File: src/verilog/fasu_pkg.sv
// Shared types and constants of the float/fixed add-subtract datapath
package fasu_pkg;

    localparam int FASU_MW = 16;
    localparam int FASU_EW = 4;
    localparam int FASU_XW = 12;
    localparam logic signed [5:0] FASU_EXP_MIN = 6'h38;
    localparam logic signed [5:0] FASU_EXP_MAX = 6'h07;
    localparam logic [15:0] FASU_MANT_POS = 16'h7fff;
    localparam logic [15:0] FASU_MANT_NEG = 16'h8000;
    localparam logic [15:0] FASU_UNS_MAX = 16'hffff;
    localparam logic [15:0] FASU_UNS_MIN = 16'h0000;
    localparam logic [4:0] FASU_SHIFT_FULL = 5'h10;

    // Operations the decoder can ask for
    typedef enum logic [1:0] {
        FASU_OP_ADD = 2'h0,
        FASU_OP_SUB = 2'h1,
        FASU_OP_FIX2FLT = 2'h3,
        FASU_OP_FLT2FIX = 2'h2
    } fasu_op_t;

    // Accumulator word, mantissa above exponent
    typedef struct packed {
        logic [15:0] mant;
        logic [3:0] expo;
    } fasu_word_t;

    localparam fasu_word_t FASU_WORD_RST = 20'h0_0000;

    typedef struct packed {
        logic carry;
        logic neg;
        logic zero;
    } fasu_flags_t;

    localparam fasu_flags_t FASU_FLAGS_RST = 3'h0;

    // One adder instruction from the decoder
    typedef struct packed {
        logic go;
        fasu_op_t op;
        logic flt;
        logic uns;
        logic dst;
        fasu_word_t opa;
        fasu_word_t opb;
    } fasu_alu_req_t;

    // One multiply from the decoder
    typedef struct packed {
        logic go;
        logic flt;
        logic [11:0] x;
        logic [11:0] y;
        logic [3:0] ex;
        logic [3:0] ey;
    } fasu_mul_req_t;

    typedef struct packed {
        fasu_word_t acc_a;
        fasu_word_t acc_b;
        fasu_flags_t flags;
        fasu_word_t mul;
    } fasu_state_t;

    localparam fasu_state_t FASU_STATE_RST = {FASU_WORD_RST, FASU_WORD_RST, FASU_FLAGS_RST, FASU_WORD_RST};

endpackage

File: src/verilog/fasu_unit.sv
// Float/fixed add-subtract datapath with accumulator pair and multiplier format stage
`timescale 1ns/1ps
module fasu_unit (
    input logic core_clk,
    input logic arst_n,
    input logic clk_en,
    input logic overflow_saturate_enable,
    input fasu_pkg::fasu_alu_req_t alu_req,
    input fasu_pkg::fasu_mul_req_t mul_req,
    output fasu_pkg::fasu_word_t acc_a,
    output fasu_pkg::fasu_word_t acc_b,
    output fasu_pkg::fasu_flags_t condition_flags,
    output fasu_pkg::fasu_word_t mul_out
);
    import fasu_pkg::*;

    fasu_state_t state_ff;
    fasu_state_t nxt_state;

    // Sign-extend a 4-bit exponent for range checks
    function automatic logic signed [5:0] fasu_sext(input logic [3:0] e);
        fasu_sext = $signed({{2{e[3]}}, e});
    endfunction

    // Arithmetic right shift; far shifts leave only the sign
    function automatic logic [15:0] fasu_shr(input logic [15:0] m, input logic [4:0] d);
        if (d >= FASU_SHIFT_FULL) begin
            fasu_shr = {16{m[15]}};
        end else begin
            fasu_shr = 16'($signed(m) >>> d);
        end
    endfunction

    // Normalize a 17-bit sum at exponent e, with both exponent protections
    function automatic fasu_word_t fasu_norm(input logic [16:0] s, input logic signed [5:0] e);
        logic [15:0] m;
        logic signed [5:0] c;
        logic signed [5:0] lzs;
        logic [4:0] lz;
        logic [4:0] sh;
        fasu_word_t w;
        m = s[15:0];
        c = e;
        lz = 5'h0f;
        sh = 5'h00;
        lzs = 6'sh00;
        if (s[16] != s[15]) begin
            // Carry into the sign: one step right, exponent up
            m = s[16:1];
            c = 6'(e + 6'sh01);
        end else begin
            for (int i = 14; i >= 0; i--) begin
                if (m[i] != m[15] && lz == 5'h0f) begin
                    lz = 5'(14 - i);
                end
            end
            lzs = $signed({1'b0, lz});
            if (6'(e - lzs) < FASU_EXP_MIN) begin
                // Below range: keep minimum exponent, shift only as far as it allows
                sh = 5'(e - FASU_EXP_MIN);
                c = FASU_EXP_MIN;
            end else begin
                sh = lz;
                c = 6'(e - lzs);
            end
            m = m << sh;
        end
        if (c > FASU_EXP_MAX) begin
            m = s[16] ? FASU_MANT_NEG : FASU_MANT_POS;
            c = FASU_EXP_MAX;
        end
        w.mant = m;
        w.expo = c[3:0];
        fasu_norm = w;
    endfunction

    // Working values of the adder, conversion and multiplier paths
    logic signed [5:0] ea;
    logic signed [5:0] eb;
    logic signed [5:0] emax;
    logic [4:0] diff;
    logic [15:0] ma;
    logic [15:0] mb;
    logic cin;
    logic [16:0] ssum;
    logic [16:0] usum;
    logic sub;
    logic sovf;
    logic uovf;
    logic signed [5:0] scale;
    logic [4:0] lsh;
    logic [31:0] wide;
    logic signed [23:0] prod;
    logic signed [5:0] esum;
    fasu_word_t res;

    // Adder, conversion and multiplier datapath feeding the next state
    always_comb begin
        nxt_state = state_ff;
        res = state_ff.acc_a;
        sub = (alu_req.op == FASU_OP_SUB);
        ea = fasu_sext(alu_req.opa.expo);
        eb = fasu_sext(alu_req.opb.expo);
        emax = ea;
        diff = 5'h00;
        ma = alu_req.opa.mant;
        mb = sub ? ~alu_req.opb.mant : alu_req.opb.mant;
        cin = 1'b0;
        ssum = 17'h0_0000;
        usum = 17'h0_0000;
        sovf = 1'b0;
        uovf = 1'b0;
        scale = fasu_sext(alu_req.opb.mant[3:0]);
        lsh = 5'h00;
        wide = 32'h0000_0000;
        prod = 24'sh00_0000;
        esum = 6'sh00;
        if (alu_req.go) begin
            unique case (alu_req.op)
                FASU_OP_ADD, FASU_OP_SUB: begin
                    if (alu_req.flt) begin
                        // Completing increment only when minuend exponent is not larger
                        cin = sub && (ea <= eb);
                        if (ea >= eb) begin
                            emax = ea;
                            diff = 5'(ea - eb);
                            mb = fasu_shr(mb, diff);
                        end else begin
                            emax = eb;
                            diff = 5'(eb - ea);
                            ma = fasu_shr(ma, diff);
                        end
                        // Sign-extended fractions keep the carry into the sign visible
                        ssum = 17'({ma[15], ma} + {mb[15], mb} + {16'h0000, cin});
                        usum = 17'({1'b0, ma} + {1'b0, mb} + {16'h0000, cin});
                        res = fasu_norm(ssum, emax);
                    end else begin
                        cin = sub;
                        usum = 17'({1'b0, ma} + {1'b0, mb} + {16'h0000, cin});
                        res.mant = usum[15:0];
                        res.expo = 4'h0;
                        sovf = (ma[15] == mb[15]) && (usum[15] != ma[15]);
                        uovf = sub ? !usum[16] : usum[16];
                        // Saturation is optional so wraparound code keeps working
                        if (overflow_saturate_enable) begin
                            if (alu_req.uns && uovf) begin
                                res.mant = sub ? FASU_UNS_MIN : FASU_UNS_MAX;
                            end else if (!alu_req.uns && sovf) begin
                                res.mant = ma[15] ? FASU_MANT_NEG : FASU_MANT_POS;
                            end
                        end
                    end
                end
                FASU_OP_FIX2FLT: begin
                    res = fasu_norm({ma[15], ma}, scale);
                end
                FASU_OP_FLT2FIX: begin
                    res.expo = 4'h0;
                    if (scale >= ea) begin
                        res.mant = fasu_shr(ma, 5'(scale - ea));
                    end else begin
                        lsh = 5'(ea - scale);
                        wide = 32'($signed(ma)) << lsh;
                        // Bits shifted past the sign must all match it
                        if (wide[31:15] != {17{wide[31]}}) begin
                            res.mant = ma[15] ? FASU_MANT_NEG : FASU_MANT_POS;
                        end else begin
                            res.mant = wide[15:0];
                        end
                    end
                end
            endcase
            if (alu_req.dst) begin
                nxt_state.acc_b = res;
            end else begin
                nxt_state.acc_a = res;
            end
            nxt_state.flags.carry = usum[16];
            nxt_state.flags.neg = res.mant[15];
            nxt_state.flags.zero = (res.mant == 16'h0000);
        end
        // Multiplier keeps the upper product bits; the low seven bits of the full product are dropped
        if (mul_req.go) begin
            prod = $signed(mul_req.x) * $signed(mul_req.y);
            nxt_state.mul.mant = prod[22:7];
            nxt_state.mul.expo = 4'h0;
            if (mul_req.flt) begin
                esum = 6'(fasu_sext(mul_req.ex) + fasu_sext(mul_req.ey));
                if (esum > FASU_EXP_MAX) begin
                    nxt_state.mul.expo = FASU_EXP_MAX[3:0];
                end else if (esum < FASU_EXP_MIN) begin
                    nxt_state.mul.expo = FASU_EXP_MIN[3:0];
                end else begin
                    nxt_state.mul.expo = esum[3:0];
                end
            end
        end
    end

    // Whole state registered at the end of the instruction cycle
    always_ff @(posedge core_clk or negedge arst_n) begin
        if (!arst_n) begin
            state_ff <= FASU_STATE_RST;
        end else if (clk_en) begin
            state_ff <= nxt_state;
        end
    end

    assign acc_a = state_ff.acc_a;
    assign acc_b = state_ff.acc_b;
    assign condition_flags = state_ff.flags;
    assign mul_out = state_ff.mul;

endmodule

File: config.mk
export PLATFORM = sky130hd
export DESIGN_NAME = fasu_unit
export DESIGN_NICKNAME = d
export VERILOG_FILES = /design/src/verilog/fasu_pkg.sv /design/src/verilog/fasu_unit.sv
export SDC_FILE = /design/constraint.sdc
export NUM_CORES = 1
export LEC_CHECK = 0
export BUFFER_PORTS_ARGS = -buffer_cell sky130_fd_sc_hd__buf_2
export CELL_PAD_IN_SITES_DETAIL_PLACEMENT = 0
export CELL_PAD_IN_SITES_GLOBAL_PLACEMENT = 1
export CORE_ASPECT_RATIO = 0.9
export CORE_MARGIN = 2
export CORE_UTILIZATION = 40
export CTS_CLUSTER_DIAMETER = 150
export DETAILED_ROUTE_END_ITERATION = 12
export PLACE_DENSITY_LB_ADDON = 0.1
export REMOVE_ABC_BUFFERS = 1
export SYNTH_ARGS = -nofsm -noshare
export SYNTH_HDL_FRONTEND = slang
export SYNTH_SLANG_ARGS = --single-unit
export TNS_END_PERCENT = 10
File: constraint.sdc
create_clock -name core_clk -period 0.8 [get_ports core_clk]
set_input_delay 0.12 -clock core_clk [delete_from_list [all_inputs] [get_ports core_clk]]
set_output_delay 0.12 -clock core_clk [all_outputs]
set_load 0.1 [all_outputs]
==> results.sh <==
export IMPL_insertion_delay_ns=0.34
export IMPL_p_leak_uw=0.01336
export IMPL_grt_max_degree=64
export IMPL_drt_pass1_iter_count=6
export IMPL_drc_errors=0
export IMPL_first_global_vias=21781
export IMPL_die_x_um=230.0
export IMPL_synth_compound_area_frac=0.2707
export IMPL_worstPathArrival_ns=9.15
export IMPL_synth_most_common_cell="nand2_1"
export IMPL_period_share=11.12
export IMPL_synth_seq_cells=63
export IMPL_hold_viol_final=0
export IMPL_synth_xor_area_share=0.04327
export IMPL_drt_iter0_drc=1743
export IMPL_ys_async_sr_fraction=1.000
export IMPL_synth_top_family_by_area="compound AO/OA/AOI/OAI gates"
export IMPL_hpwl_um=64320
export IMPL_placed_area_mm2=0.02642
export IMPL_crit_type="in -> reg"
export IMPL_drt_total_wl_um=77890
export IMPL_synth_ff_type="dfrtp_1"
export IMPL_wl_per_cell_um=20.12
export IMPL_fin_ws_ns=-8.094
export IMPL_powerDensity_mw_per_mm2=3978
export IMPL_drive_gt1_frac=0.3868
export IMPL_startpoint_type="input port"
export IMPL_synthMuxAreaShare=0.09844
export IMPL_grt_usage=0.3221
export IMPL_clock_sinks=63
export IMPL_status="finished, violations left"
export IMPL_yosysWarnings=0
export IMPL_cp_max_fo=5
export IMPL_slew_headroom=0.5674
export IMPL_synth_cells=2402
export IMPL_fin_util=0.6190
export IMPL_synth_area_leaders="fa_1 (15%), dfrtp_1 (8.6%), ha_1 (7.4%)"
export IMPL_via_per_inst=5.697
export IMPL_row_count=74
export IMPL_grt_pass1_wl_um=122200
export IMPL_synth_edff_count=0
export IMPL_required_ns=1.05
export IMPL_hp_start="mul_req[32]"
export IMPL_start_util=0.4054
export IMPL_fmax_ghz=0.1124
export IMPL_synthSimpleGateAreaFrac=0.1895
export IMPL_htree_levels=3
export IMPL_max_cap_viol_count=0
export IMPL_final_nets=3593
export IMPL_fp_dieH_um=207.4
export IMPL_r2r_cells=2
export IMPL_cts_made_buffers=9
export IMPL_syn2layout_area_growth_pct=52.69
export IMPL_ioPinCount=147
export IMPL_place_gp_congestion=0.9669
export IMPL_cts_tree="built"
export IMPL_die_area_mm2=0.04772
export IMPL_end_kind="flip-flop"
export IMPL_netlist_top_cells_count="nand2_1 (313), inv_1 (234), a21oi_1 (177)"
export IMPL_synth_seq_area_share=0.08571
export IMPL_violations="setup timing"
export IMPL_io_buffers=146
export IMPL_crit_slowest_cell="mux4_2"
export IMPL_hp_class="in -> reg"
export IMPL_worst_slew_pin_slew_ns=0.6443
export IMPL_finalCriticalPeriod_ns=8.894
export IMPL_clockBufferDepth=2
export IMPL_setup_violations=126
export IMPL_hold_depth=3
export IMPL_placed_cells=3807
export IMPL_antenna_found_initial=1
export IMPL_synthDistinctLibCells=108
export IMPL_grt_setup_unrepaired="yes"
export IMPL_whs_endpoint="mul_out[3]$_DFFE_PN0P_"
export IMPL_syn_avg_cell_area_um2=7.657
export IMPL_coreArea_mm2=0.04537
export IMPL_reg2reg_from="mul_out[19]$_DFFE_PN0P_"
export IMPL_cts_clk_slew_worst_paths_ns=0.06
export IMPL_ir_drop_mv=4.834
export IMPL_synth_largest_area_cell="fa_1"
export IMPL_finClkSkew_ns=0
export IMPL_r2r_end="mul_out[19]$_DFFE_PN0P_"
export IMPL_cts_root_buf="clkbuf_16"
export IMPL_fill_cells=4136
export IMPL_fin_cells=3872
export IMPL_vias=22059
export IMPL_r2r_setup_slack_ns=-0.11
export IMPL_grt_overflow_total=0
export IMPL_synth_area_mm2=0.01839
export IMPL_final_area_mm2=0.02808
export IMPL_drv_slew=0
export IMPL_synth_adder_area_share=0.2303
export IMPL_synth_top_area_frac=0.1546
export IMPL_finalSetupTns_ns=-401.13
export IMPL_max_stage_delay_ns=0.57
export IMPL_ant_nets=0
==> how the worst max path moves through the flow <==
stage,start,end
3_3_place_gp,alu_req[0],condition_flags[0]$_DFFE_PN0P_
6_report,alu_req[20],condition_flags[0]$_DFFE_PN0P_
2_1_floorplan,alu_req[0],condition_flags[0]$_DFFE_PN0P_
4_1_cts,alu_req[0],condition_flags[0]$_DFFE_PN0P_
3_5_place_dp,alu_req[20],condition_flags[0]$_DFFE_PN0P_
5_1_grt,alu_req[20],condition_flags[0]$_DFFE_PN0P_
==> worst max-delay path, delay by kind of cell <==
kind            cells  cell delay [ns]
compound gates     15             3.17
xor+xnor            2             0.40
fa+ha+maj           6             1.90
buf+inv             9             1.01
mux                 4             1.26
simple gates        8             1.28
==> flip-flops by register name, indices dropped and copies added, names as in the netlist <==
signal and count:
acc_b 20, acc_a 20, mul_out 20, condition_flags 3
==> cells by family after synthesis <==
| family | count (synthesis) |
|---|---|
| compound gates | 743 |
| xor+xnor | 90 |
| fa+ha+maj | 254 |
| buf+inv | 385 |
| flops | 63 |
| mux | 128 |
| simple gates | 739 |
==> power breakdown <==
part	internal, uW	switching [uW]
Clock	2510	1610
Combinational	47300	54300
Sequential	4540	1490
==> final cells by class <==
class                           instances  area [um^2]  share of cell area
Sequential cell                        63         1579             0.05622
Antenna cell                            1        2.502          0.00008910
Inverter                              240        905.9             0.03226
Timing Repair Buffer                  990         8351              0.2973
Clock buffer                           10        239.0            0.008509
Tap cell                              608        760.7             0.02709
Multi-Input combinational cell       1954        16180              0.5761
Clock inverter                          6        67.56            0.002406
==> through the flow <==
step,setup slack [ns],power (uW),hold slack (ns)
6_report,-8.094,111700,0.04961
5_1_grt,-8.412,119000,0.04241
4_1_cts,-8.087,107800,0.04051
3_5_place_dp,-9.001,96580,0.1732
3_3_place_gp,-8.693,95450,0.1583
2_1_floorplan,-10.44,54050,-0.1756
==> cell usage in the layout, fill, tap and decap left out, drive strengths merged, types with 16 or more instances in the layout <==
cell	count
a21oi	180
o31ai	16
xnor2	59
o211ai	33
dfrtp	63
a211oi	48
nand4	16
o21a	19
a31oi	37
nor2b	20
mux2i	68
mux4	40
nor2	137
xor2	31
or3	21
nor3	40
nand3	45
fa	142
ha	109
a22oi	16
buf	989
and2	57
nand2	314
nand2b	24
mux2	20
o21ai	180
inv	237
a21o	31
==> per-layer routing <==
metal	part of all wire	global-route usage	vias to the layer above
met5	0	0	-
met4	0.021	0.06162	0
met3	0.078	0.04657	110
met2	0.44	0.5010	881
met1	0.46	0.4755	10765
li1	-	-	10303
==> timing repair <==
item                                   4_1_cts  5_1_grt
hold buffers                                 1        0
endpoints found under the hold margin       63        0
gates cloned                                 1        0
setup endpoints to repair                  126      126
gates resized for setup                    174       72
buffers inserted                            38        9
pin swaps                                   80       32
No activity file was read; power rests on OpenSTA's default activity.
